===== src/logic/mipe_defines.svh =====
// Bit positions, masks and reset values of the interrupt pending/enable block.
// Assumes a 32-bit machine word and a core that issues one register access per cycle.
`ifndef MIPE_DEFINES_SVH
`define MIPE_DEFINES_SVH

`define MIPE_WORD_W        32
`define MIPE_CAUSE_W       5
`define MIPE_PLAT_LO       16
`define MIPE_PLAT_N        16
`define MIPE_ASYNC_N       21

`define MIPE_BIT_SSI       1
`define MIPE_BIT_MSI       3
`define MIPE_BIT_STI       5
`define MIPE_BIT_MTI       7
`define MIPE_BIT_SEI       9
`define MIPE_BIT_MEI       11
`define MIPE_BIT_LCOF      13

`define MIPE_PEND_RST      32'h0000_0000
`define MIPE_ENAB_RST      32'h0000_0000
`define MIPE_S_MASK        32'h0000_0222
`define MIPE_PLAT_MASK     32'hffff_0000
`define MIPE_M_STD_MASK    32'h0000_0880
`define MIPE_MSW_MASK      32'h0000_0008
`define MIPE_LCOF_MASK     32'h0000_2000

`endif


===== src/logic/mipe_pkg.sv =====
// Types shared by the interrupt pending/enable block.
// Constants live in mipe_defines.svh.
package mipe_pkg;
    typedef enum logic [1:0] {MIPE_PRIV_U, MIPE_PRIV_S, MIPE_PRIV_RSV, MIPE_PRIV_M} mipe_priv_t;
    typedef enum logic [1:0] {MIPE_OP_WRITE, MIPE_OP_SET, MIPE_OP_CLEAR, MIPE_OP_READ} mipe_op_t;
    typedef enum logic [1:0] {MIPE_SEL_MPEND, MIPE_SEL_MENAB, MIPE_SEL_SPEND, MIPE_SEL_SENAB}
        mipe_sel_t;
endpackage


===== src/logic/mipe_core.sv =====
// Hart-local machine interrupt pending and enable words with trap selection.
// Assumes the core supplies mode, global enables and the delegation mask, and
// that interrupt sources arrive asynchronously; counter overflow is same-clock.
//
// Function
// - Cause i maps to bit i of both words
// - Machine trap needs gate, pending, enabled, undelegated
// - Trap conditions re-evaluated every cycle after changes
// - Machine interrupts outrank lower-mode interrupts
// - Writing zero clears writable pending bits
// - Enable writable if source exists, else zero
// - Non-maskable interrupt never shown in pending
// - Machine external pending follows controller only
// - Machine timer pending follows timer side only
// - Machine software pending follows mapped registers
// - Software pending/enable may be hardwired zero
// - No supervisor mode: supervisor bits read zero
// - Supervisor external reads software bit OR signal
// - Signal never captured in read-modify-write
// - Supervisor timer pending writable with supervisor mode
// - Supervisor software pending writable, controller sets
// - Counter overflow pending/enable, set by flags
// - Fixed machine priority order, external first
// - Platform causes rank highest, lowest index first
// - Software bits lie in lowest four positions
// - Supervisor views show only delegated causes
// - Both words full width, write-any read-legal
// - Delegation mask shares pending word layout
`timescale 1ns/1ps
`include "mipe_defines.svh"

module mipe_core #(
    parameter bit P_HAS_SMODE = 1'b1,
    parameter bit P_HAS_MSW   = 1'b1,
    parameter bit P_HAS_LCOF  = 1'b1
) (
    input  wire logic                      i_clk,
    input  wire logic                      i_reset_n,
    input  wire mipe_pkg::mipe_priv_t      i_priv,
    input  wire logic                      i_mstatus_mie,
    input  wire logic                      i_mstatus_sie,
    input  wire logic [`MIPE_WORD_W-1:0]   i_deleg,
    input  wire logic                      i_csr_valid,
    input  wire mipe_pkg::mipe_sel_t       i_csr_sel,
    input  wire mipe_pkg::mipe_op_t        i_csr_op,
    input  wire logic [`MIPE_WORD_W-1:0]   i_csr_wdata,
    input  wire logic                      i_machine_external_int,
    input  wire logic                      i_machine_timer_int,
    input  wire logic                      i_machine_software_int,
    input  wire logic                      i_supervisor_external_int,
    input  wire logic                      i_supervisor_software_set,
    input  wire logic [`MIPE_PLAT_N-1:0]   i_platform_int,
    input  wire logic                      i_overflow_flag,
    output logic [`MIPE_WORD_W-1:0]        o_csr_rdata,
    output logic [`MIPE_WORD_W-1:0]        o_pending,
    output logic [`MIPE_WORD_W-1:0]        o_enable,
    output logic                           o_m_irq,
    output logic [`MIPE_CAUSE_W-1:0]       o_m_cause,
    output logic                           o_s_irq,
    output logic [`MIPE_CAUSE_W-1:0]       o_s_cause
);
    localparam logic [`MIPE_WORD_W-1:0] S_MASK    = P_HAS_SMODE ? `MIPE_S_MASK : '0;
    localparam logic [`MIPE_WORD_W-1:0] MSW_MASK  = P_HAS_MSW ? `MIPE_MSW_MASK : '0;
    localparam logic [`MIPE_WORD_W-1:0] LCOF_MASK = P_HAS_LCOF ? `MIPE_LCOF_MASK : '0;
    // Software-writable pending bits; machine bits stay read-only here
    localparam logic [`MIPE_WORD_W-1:0] PEND_WR = S_MASK | LCOF_MASK;
    localparam logic [`MIPE_WORD_W-1:0] ENAB_WR = S_MASK | LCOF_MASK | MSW_MASK
                                                | `MIPE_M_STD_MASK | `MIPE_PLAT_MASK;
    // Machine-level causes may not be delegated
    localparam logic [`MIPE_WORD_W-1:0] DELEG_OK = S_MASK | LCOF_MASK;

    // Input synchronisers: three stages, a change counts once stages 2 and 3 agree
    logic [`MIPE_ASYNC_N-1:0] raw;
    logic [`MIPE_ASYNC_N-1:0] s1_q, s2_q, s3_q, filt_q, filt_d;

    assign raw = {i_platform_int, i_supervisor_software_set, i_supervisor_external_int,
                  i_machine_software_int, i_machine_timer_int, i_machine_external_int};

    genvar g;
    generate
        for (g = 0; g < `MIPE_ASYNC_N; g++) begin : g_sync
            always_comb begin
                filt_d[g] = (s2_q[g] == s3_q[g]) ? s3_q[g] : filt_q[g];
            end
            always_ff @(posedge i_clk or negedge i_reset_n) begin
                if (!i_reset_n) begin
                    s1_q[g]   <= 1'b0;
                    s2_q[g]   <= 1'b0;
                    s3_q[g]   <= 1'b0;
                    filt_q[g] <= 1'b0;
                end else begin
                    s1_q[g]   <= raw[g];
                    s2_q[g]   <= s1_q[g];
                    s3_q[g]   <= s2_q[g];
                    filt_q[g] <= filt_d[g];
                end
            end
        end
    endgenerate

    logic mei_f, mti_f, msi_f, sei_f, ssi_set_f;
    logic [`MIPE_PLAT_N-1:0] plat_f;
    assign {plat_f, ssi_set_f, sei_f, msi_f, mti_f, mei_f} = filt_q;

    // Stored pending bits (software-owned) and enable word
    logic [`MIPE_WORD_W-1:0] pend_q, pend_d, enab_q, enab_d;
    logic [`MIPE_WORD_W-1:0] pend_eff, deleg_l, rdata;

    assign deleg_l = i_deleg & DELEG_OK;

    // Effective pending word: no non-maskable bit exists in it
    always_comb begin
        pend_eff = pend_q & PEND_WR;
        pend_eff[`MIPE_BIT_MEI] = mei_f;
        pend_eff[`MIPE_BIT_MTI] = mti_f;
        pend_eff[`MIPE_BIT_MSI] = msi_f & P_HAS_MSW;
        pend_eff[`MIPE_BIT_SEI] = (pend_q[`MIPE_BIT_SEI] | sei_f) & P_HAS_SMODE;
        pend_eff[`MIPE_WORD_W-1:`MIPE_PLAT_LO] = plat_f;
    end

    function automatic logic [`MIPE_WORD_W-1:0] apply_op(
        input mipe_pkg::mipe_op_t       op,
        input logic [`MIPE_WORD_W-1:0]  old,
        input logic [`MIPE_WORD_W-1:0]  arg
    );
        unique case (op)
            mipe_pkg::MIPE_OP_WRITE: apply_op = arg;
            mipe_pkg::MIPE_OP_SET:   apply_op = old | arg;
            mipe_pkg::MIPE_OP_CLEAR: apply_op = old & ~arg;
            mipe_pkg::MIPE_OP_READ:  apply_op = old;
        endcase
    endfunction

    always_comb begin
        logic [`MIPE_WORD_W-1:0] wmask;
        wmask  = '0;
        pend_d = pend_q;
        enab_d = enab_q;
        rdata  = '0;
        if (i_csr_valid) begin
            unique case (i_csr_sel)
                mipe_pkg::MIPE_SEL_MPEND: begin
                    rdata = pend_eff;
                    wmask = PEND_WR;
                    // Operand meets the stored bit only, never the line
                    pend_d = (pend_q & ~wmask)
                           | (apply_op(i_csr_op, pend_q, i_csr_wdata) & wmask);
                end
                mipe_pkg::MIPE_SEL_MENAB: begin
                    rdata  = enab_q;
                    enab_d = (enab_q & ~ENAB_WR)
                           | (apply_op(i_csr_op, enab_q, i_csr_wdata) & ENAB_WR);
                end
                mipe_pkg::MIPE_SEL_SPEND: begin
                    rdata = pend_eff & deleg_l;
                    wmask = PEND_WR & deleg_l;
                    pend_d = (pend_q & ~wmask)
                           | (apply_op(i_csr_op, pend_q, i_csr_wdata) & wmask);
                end
                mipe_pkg::MIPE_SEL_SENAB: begin
                    rdata = enab_q & deleg_l;
                    wmask = ENAB_WR & deleg_l;
                    enab_d = (enab_q & ~wmask)
                           | (apply_op(i_csr_op, enab_q, i_csr_wdata) & wmask);
                end
            endcase
        end
        // Hardware sets are applied last so they win over a same-cycle clear
        if (ssi_set_f && P_HAS_SMODE) begin
            pend_d[`MIPE_BIT_SSI] = 1'b1;
        end
        if (i_overflow_flag && P_HAS_LCOF) begin
            pend_d[`MIPE_BIT_LCOF] = 1'b1;
        end
        pend_d = pend_d & PEND_WR;
        enab_d = enab_d & ENAB_WR;
    end

    // Trap selection; platform causes first, lowest index winning
    function automatic logic [`MIPE_CAUSE_W-1:0] pick(input logic [`MIPE_WORD_W-1:0] v);
        logic found;
        logic [`MIPE_CAUSE_W-1:0] ord [7];
        ord = '{`MIPE_CAUSE_W'(`MIPE_BIT_MEI), `MIPE_CAUSE_W'(`MIPE_BIT_MSI),
                `MIPE_CAUSE_W'(`MIPE_BIT_MTI), `MIPE_CAUSE_W'(`MIPE_BIT_SEI),
                `MIPE_CAUSE_W'(`MIPE_BIT_SSI), `MIPE_CAUSE_W'(`MIPE_BIT_STI),
                `MIPE_CAUSE_W'(`MIPE_BIT_LCOF)};
        found = 1'b0;
        pick  = '0;
        for (int i = `MIPE_PLAT_LO; i < `MIPE_WORD_W; i++) begin
            if (v[i] && !found) begin
                pick  = `MIPE_CAUSE_W'(i);
                found = 1'b1;
            end
        end
        for (int k = 0; k < 7; k++) begin
            if (v[ord[k]] && !found) begin
                pick  = ord[k];
                found = 1'b1;
            end
        end
    endfunction

    logic [`MIPE_WORD_W-1:0] m_ready, s_ready;
    logic m_gate, s_gate, m_irq_d, s_irq_d;
    logic [`MIPE_CAUSE_W-1:0] m_cause_d, s_cause_d;

    always_comb begin
        m_gate = (i_priv == mipe_pkg::MIPE_PRIV_M) ? i_mstatus_mie : 1'b1;
        s_gate = (i_priv == mipe_pkg::MIPE_PRIV_S && i_mstatus_sie)
               || i_priv == mipe_pkg::MIPE_PRIV_U;
        m_ready = pend_eff & enab_q & ~deleg_l;
        s_ready = pend_eff & enab_q & deleg_l;
        m_irq_d = m_gate && (|m_ready);
        // A machine-bound interrupt suppresses any supervisor-bound one
        s_irq_d = s_gate && (|s_ready) && !m_irq_d;
        m_cause_d = pick(m_ready);
        s_cause_d = pick(s_ready);
    end

    // Every cycle re-evaluates, so a return is seen one edge later and a register write two edges later
    always_ff @(posedge i_clk or negedge i_reset_n) begin
        if (!i_reset_n) begin
            pend_q      <= `MIPE_PEND_RST;
            enab_q      <= `MIPE_ENAB_RST;
            o_csr_rdata <= '0;
            o_pending   <= '0;
            o_enable    <= '0;
            o_m_irq     <= 1'b0;
            o_m_cause   <= '0;
            o_s_irq     <= 1'b0;
            o_s_cause   <= '0;
        end else begin
            pend_q      <= pend_d;
            enab_q      <= enab_d;
            o_csr_rdata <= rdata;
            o_pending   <= pend_eff;
            o_enable    <= enab_q;
            o_m_irq     <= m_irq_d;
            o_m_cause   <= m_cause_d;
            o_s_irq     <= s_irq_d;
            o_s_cause   <= s_cause_d;
        end
    end
endmodule // mipe_core


===== config.mk =====
export PLATFORM = sky130hd
export DESIGN_NAME = mipe_core
export DESIGN_NICKNAME = d
export VERILOG_FILES = /design/src/logic/mipe_pkg.sv /design/src/logic/mipe_core.sv
export VERILOG_INCLUDE_DIRS = /design/src /design/src/logic
export SDC_FILE = /design/constraint.sdc
export NUM_CORES = 1
export LEC_CHECK = 0
export ABC_AREA = 1
export BUFFER_PORTS_ARGS = -buffer_cell sky130_fd_sc_hd__buf_2
export CAP_MARGIN = 10
export CORE_AREA = 2 2 125 127
export DETAILED_ROUTE_END_ITERATION = 16
export DIE_AREA = 0 0 127 129
export GPL_TIMING_DRIVEN = 0
export HOLD_SLACK_MARGIN = 0.1
export PLACE_DENSITY_LB_ADDON = 0.3
export SLEW_MARGIN = 20
export SYNTH_ARGS = -nofsm -noshare
export SYNTH_HDL_FRONTEND = slang
export SYNTH_SLANG_ARGS = --single-unit

===== constraint.sdc =====
create_clock -name i_clk -period 2.07 [get_ports i_clk]
set_clock_uncertainty 0.05 [all_clocks]
set_input_delay 0.414 -clock i_clk [delete_from_list [all_inputs] [get_ports i_clk]]
set_output_delay 0.414 -clock i_clk [all_outputs]
set_load 0.05 [all_outputs]

==> results of run 1 <==
## repair_timing
action                                 in CTS  in global routing
endpoints found under the hold margin     123                  0
hold buffers                               22                  0
gates resized for setup                     0                  0
## cell type report
cell class              count  area (µm²)  area share
inverters                  45         170      0.0199
multi-input cells         261        1550       0.181
repair buffers            161         948       0.111
plain buffers              40         274      0.0321
clock buffers              20         457      0.0535
flip-flops and latches    190        4750       0.557
clock inverters            12         158      0.0185
well taps                 188         235      0.0275
## worst max-delay path by stage
stage,startpoint,endpoint,cells past startpoint
after floorplan,i_csr_valid,enab_q[3],7
after global placement,i_reset_n,o_pending[30],1
after detailed placement,i_csr_op[1],enab_q[16],7
after CTS,filt_q[5],o_s_irq,7
after global routing,enab_q[16],o_m_cause[0],9
final,filt_q[5],o_m_cause[0],9
## routing by layer
| metal | vias to the layer above | GRT usage | wire [µm] |
|---|---|---|---|
| met5 | - | 0 | 13 |
| met1 | 2246 | 0.243 | 6390 |
| li1 | 2108 | - | - |
| met2 | 163 | 0.291 | 6930 |
| met3 | 29 | 0.0686 | 1050 |
| met4 | 2 | 0.0737 | 329 |
## flip-flops by register name, indices dropped and copies added (netlist names), 2 cells and up, named ones only
name	flops
pend_q	2
o_pending	23
o_s_cause	3
o_m_cause	5
s3_q	21
o_csr_rdata	23
s2_q	21
enab_q	19
s1_q	21
o_enable	23
filt_q	16
## placed cells by master (no fill, tap or decap), types with 21 or more instances in the layout
cell type / instances
dfrtp_1: 190
buf_2: 143
nand2_1: 56
inv_1: 43
a32o_1: 34
o21ai_0: 33
buf_4: 29
conb_1: 29
dlygate4sd3_1: 22
maj3_1: 21
## power groups by stage
| stage | combinational, mW | sequential [mW] | clock (mW) |
|---|---|---|---|
| after floorplan | 0.654 | 5.18 | 0 |
| after global placement | 1.94 | 4.44 | 0 |
| after detailed placement | 1.98 | 4.46 | 0 |
| after CTS | 2.02 | 4.39 | 3.42 |
| after global routing | 2.15 | 4.43 | 3.59 |
| final | 2.01 | 4.39 | 3.35 |
## metrics by stage
step	TNS (ns)	instances	hold WS, ns	cell area [µm²]	total power, mW
2_1_floorplan	0	536	0.0684	6740	5.83
3_3_place_gp	-429.88	862	0.282	7670	6.39
3_5_place_dp	0	863	0.285	7710	6.44
4_1_cts	0	917	0.138	8540	9.83
5_1_grt	0	917	0.144	8540	10.2
6_report	0	917	0.152	8540	9.75
## cell families (layout without fill, tap and decap cells)
family	count (synthesis)	in the layout	synth area share
other cells	1	29	0.000565
simple gates	111	111	0.0790
compound gates	100	100	0.106
fa+ha+maj	21	21	0.0317
buf+inv	85	278	0.0669
flops	190	190	0.716
==> out/qor.yml, run 1 <==
wl_per_cell_um: 16.0
ir_drop_mv: 0.611
synth.area.top_cells: "dfrtp_1 72%, a32o_1 5.1%, buf_4 3.3%, maj3_1 3.2%, nand2_1 3.2%"
start_util: 0.443
tightest_slew_ns: 0.744
leakagePower_nw: 4.29
syn-instance-count: 508
hold-path-cell-count: 2
max_freq_mhz: 614
cpPeakStageDelay_ns: 0.43
nFillCells: 1271
final_core_util: 0.570
vias: 4548
synth_commonest_cells: "190 x dfrtp_1, 56 x nand2_1, 43 x inv_1"
clock_latency_ns: 0.43
syn-cell-area_mm2: 0.00664
rrSetupSlack_ns: 0.44
timing.final.crit_share: 0.786
synthArstFlopShare: 1.00
diodes: 0
clk_path_buf_depth: 2
drc: 0
root_buffer: "clkbuf_16"
status: "complete, no violations"
netSwitchingPower_mw: 3.14
crit_arrival_ns: 1.94
hold_viol_final: 0
grt_pass1_wl_um: 23100
fin_ws_ns: 0.442
dieArea_mm2: 0.0164
ys_types: 32
gr-total-overflow: 0
critPathKind: "reg2reg"
power_frac_comb: 0.206
ys_seq_area_frac: 0.716
synth-main-ff-cell: "dfrtp_1"
fin_crit_ns: 1.63
rr_startpoint: "filt_q[5]"
place_ws_ns: 0.172
numCtsBuffers: 17
rows: 45
grt_max_degree: 104
antenna_left: 0
htreeDepth: 4
grt_pass1_vias: 4456
powerDensity_mw_per_mm2: 1140
crit_family: "simple AND/OR/NAND/NOR gates"
critPathCaptureType: "flop"
die_x_um: 127
cp_num_buf_inv: 0
r2r_cells: 9
relSlewSlack: 0.504
postCtsSetupRepairBufs: 0
ys_ff_latch: 190
vias_per_cell: 4.96
swShare: 0.322
hp-class: "in2reg"
slew_viol_final: 0
r2r_end: "o_m_cause[0]"
maxCapViolCount: 0
synth_most_common_cell: "dfrtp_1"
hp-start: "i_csr_sel[0]"
port_buffers: 138
clkSinkCount: 190
die-height_um: 129
drive_above_1_share: 0.298
dr.pass1.iters: 4
min_to: "o_csr_rdata[9]"
antenna_found_initial: 1
drt-total-wl_um: 14700
critPathLaunchType: "flop"
drtIter0Drc: 256
cts_tree: "built"
yosys.area.top_type: "dfrtp_1"
sequentialPowerShare: 0.450
synth_top_area_share: 0.716
cp.required_ns: 2.39
syn_avg_cell_area_um2: 13.1
dp_hpwl_um: 10400
grt_use_total: 0.188
io_pins: 205
clk_pin_slew_worst_paths_ns: 0.07
synth-edff-count: 0
power.internal_mw: 6.61
rsz0062_at_grt: "no"
core_mm2: 0.0150
crit_slowest_cell: "dfrtp_1"
path_cells: "nand2_1 -> nand2_1 -> nor2_1 -> nand3_1 -> nor2_1 -> nand2_1 -> o21ai_0 -> nor2_1 -> nand3_1"
gp_congestion: 0.812
clkPwrFrac: 0.344
ys.warnings.count: 0
final_nets: 813
area_growth_pct: 28.7
crit_fanout: 4
setup_violations: 0
No activity file was read; power rests on OpenSTA's default activity.
==> inputs of run 2 (changes only) <==
==> constraint.sdc (replaced) <==
create_clock -name i_clk -period 1.5 [get_ports i_clk]
set_clock_uncertainty 0.05 [all_clocks]
set_input_delay 0.3 -clock i_clk [delete_from_list [all_inputs] [get_ports i_clk]]
set_output_delay 0.3 -clock i_clk [all_outputs]
set_load 0.05 [all_outputs]
==> run 2 against run 1 <==
Net effect: non-clock buffer count is 51 higher; fmax is 9.7% higher; critical path depth is 1 lower; worst setup slack worse by 0.43 ns; combinational power is 59% higher; wire length is 5.4% higher; utilization is 3.8 points higher; first-iteration DRC count is 8.2% lower; register-to-register slack worse by 0.43 ns; critical endpoint unchanged; largest power group unchanged.
==> out/qor.yml, run 2 (same netlist as run 1, synthesis figures left out) <==
hp-class: "in2reg"
fin_crit_ns: 1.48  # -0.143 ns
diodes: 0  # unchanged
crit_arrival_ns: 1.80  # -0.14 ns
use_met3: 0.0632  # -0.00541
hold_viol_final: 0  # unchanged
port_buffers: 138  # unchanged
leakagePower_nw: 4.55  # +6.2%
antenna_found_initial: 0  # -1
ir_drop_mv: 0.859  # +40%
placed_cell_area_mm2: 0.00771  # unchanged
grt_busiest_layer: "met2"
root_buffer: "clkbuf_16"
met2_usage: 0.309  # +0.0180
rows: 45  # unchanged
crit_slowest_cell: "dfrtp_1"
htreeDepth: 4  # unchanged
drtIter0Drc: 235  # -8.2%
critPathKind: "reg2reg"
grt_use_total: 0.194  # +0.00670
dr.pass1.iters: 4  # unchanged
r2r_cells: 8  # -1
place_ws_ns: -0.284  # -0.456 ns
wl_per_cell_um: 16.0  # -0.12%
final_nets: 864  # +6.3%
gr-usage-met1: 0.252  # +0.00983
rsz0062_at_grt: "yes"
drive_above_1_share: 0.346  # +0.0485
gp_congestion: 0.812  # unchanged
relSlewSlack: 0.561  # +0.0572
rr_startpoint: "filt_q[10]"
slew_viol_final: 0  # unchanged
hold-path-cell-count: 3  # +1
fin_ws_ns: 0.0156  # -0.427 ns
final_cell_mix: "190 x dfrtp_1, 143 x buf_2, 57 x buf_4"
powerDensity_mw_per_mm2: 1520  # +33%
clk_path_buf_depth: 2  # unchanged
final_area_mm2: 0.00911  # +6.7%
vias_per_cell: 4.93  # -0.64%
cts_tree: "built"
dieArea_mm2: 0.0164  # unchanged
critPathLaunchType: "flop"
numCtsBuffers: 17  # unchanged
area_growth_pct: 37.3
rrSetupSlack_ns: 0.02  # -0.43 ns
dp_hpwl_um: 10400  # unchanged
tightest_slew_ns: 0.658  # -0.0858 ns
die_x_um: 127  # unchanged
crit_family: "simple AND/OR/NAND/NOR gates"
drc: 0  # unchanged
hp-start: "i_csr_wdata[9]"
core_mm2: 0.0150  # unchanged
die-height_um: 129  # unchanged
r2r_end: "o_m_cause[0]"
antenna_left: 0  # unchanged
place_inst: 863  # unchanged
status: "complete, no violations"
grt_pass1_wl_um: 24100  # +4.2%
grt_pass1_vias: 4666  # +4.7%
grt_max_degree: 104  # unchanged
maxCapViolCount: 0  # unchanged
timing.final.crit_share: 0.990  # +0.203
start_util: 0.443  # unchanged
crit_fanout: 3  # -1
tns_ns: 0  # unchanged
max_freq_mhz: 674  # +9.7%
fin_cells: 968  # +5.6%
path_cells: "nand2_2 -> nand4_2 -> nor2_4 -> buf_4 -> nand2_1 -> o311ai_0 -> nor2_1 -> nand3_1"
critPathCaptureType: "flop"
setup_violations: 0  # unchanged
largest_registers: "o_csr_rdata (23), o_enable (23), o_pending (23)"
vias: 4770  # +4.9%
io_pins: 205  # unchanged
drt-total-wl_um: 15500  # +5.4%
clkSinkCount: 190  # unchanged
final_common_cell: "dfrtp_1"
clock_latency_ns: 0.43  # about the same
cpPeakStageDelay_ns: 0.41  # -0.02 ns
clk_pin_slew_worst_paths_ns: 0.07  # about the same
gr-total-overflow: 0  # unchanged
cp_num_buf_inv: 1  # +1
cp.required_ns: 1.82  # -0.57 ns
-- run 2: stage by stage --
step	utilization	total power, mW	hold WS (ns)
after floorplan	-	8.04	-0.0456
after global placement	0.512	8.81	0.282
after detailed placement	0.515	8.89	0.285
after CTS	0.596	13.8	0.105
after global routing	0.608	14.4	0.103
final	0.608	13.8	0.112
-- run 2: worst max-delay path by stage --
stage | endpoint | slack [ns] | start | depth (start not counted)
finish | o_m_cause[0] | 0.02 | filt_q[10] | 8
global route | o_m_cause[3] | -0.14 | filt_q[7] | 8
CTS | o_s_irq | 0.001 | filt_q[12] | 7
detailed placement | enab_q[16] | -0.28 | i_csr_op[1] | 7
global placement | o_pending[30] | -2.73 | i_reset_n | 1
floorplan | o_m_cause[1] | 0.18 | filt_q[7] | 8
-- run 2: worst reg2reg max path, stage by stage, from the launching register on --
cell      delay (ns)
dfrtp_1         0.41
nand2_2         0.12
nand4_2         0.13
nor2_4          0.19
buf_4           0.14
nand2_1         0.06
o311ai_0        0.13
nor2_1          0.10
nand3_1         0.08
-- run 2: report_power, final --
part / internal [mW] / switching, mW / total, mW
Clock: 2.72 / 1.91 / 4.63
Sequential: 5.70 / 0.331 / 6.03
Combinational: 0.953 / 2.23 / 3.19
-- run 2: cell type report --
class | instances | area (µm²)
Buffer | 40 | 274
Timing Repair Buffer | 212 | 1410
Inverter | 45 | 170
Tap cell | 188 | 235
Clock inverter | 12 | 158
Sequential cell | 190 | 4750
Multi-Input combinational cell | 261 | 1660
Clock buffer | 20 | 457
Fill cell | 1227 | 5860
-- run 2: repair_timing --
| item | 4_1_cts | 5_1_grt |
|---|---|---|
| buffers inserted | 17 | 13 |
| resized for setup | 12 | 22 |
| setup endpoints to repair | 6 | 94 |
| pin swaps | 5 | 20 |
| endpoints found under the hold margin | 142 | 0 |
| hold buffers | 43 | 0 |
-- run 2: metal layers --
| layer | part of all wire | wire, µm | vias up |
|---|---|---|---|
| met5 | 0 | 0 | - |
| met4 | 0.019 | 290 | 0 |
| met3 | 0.064 | 997 | 26 |
| met2 | 0.49 | 7590 | 163 |
| met1 | 0.43 | 6630 | 2369 |
| li1 | - | - | 2212 |
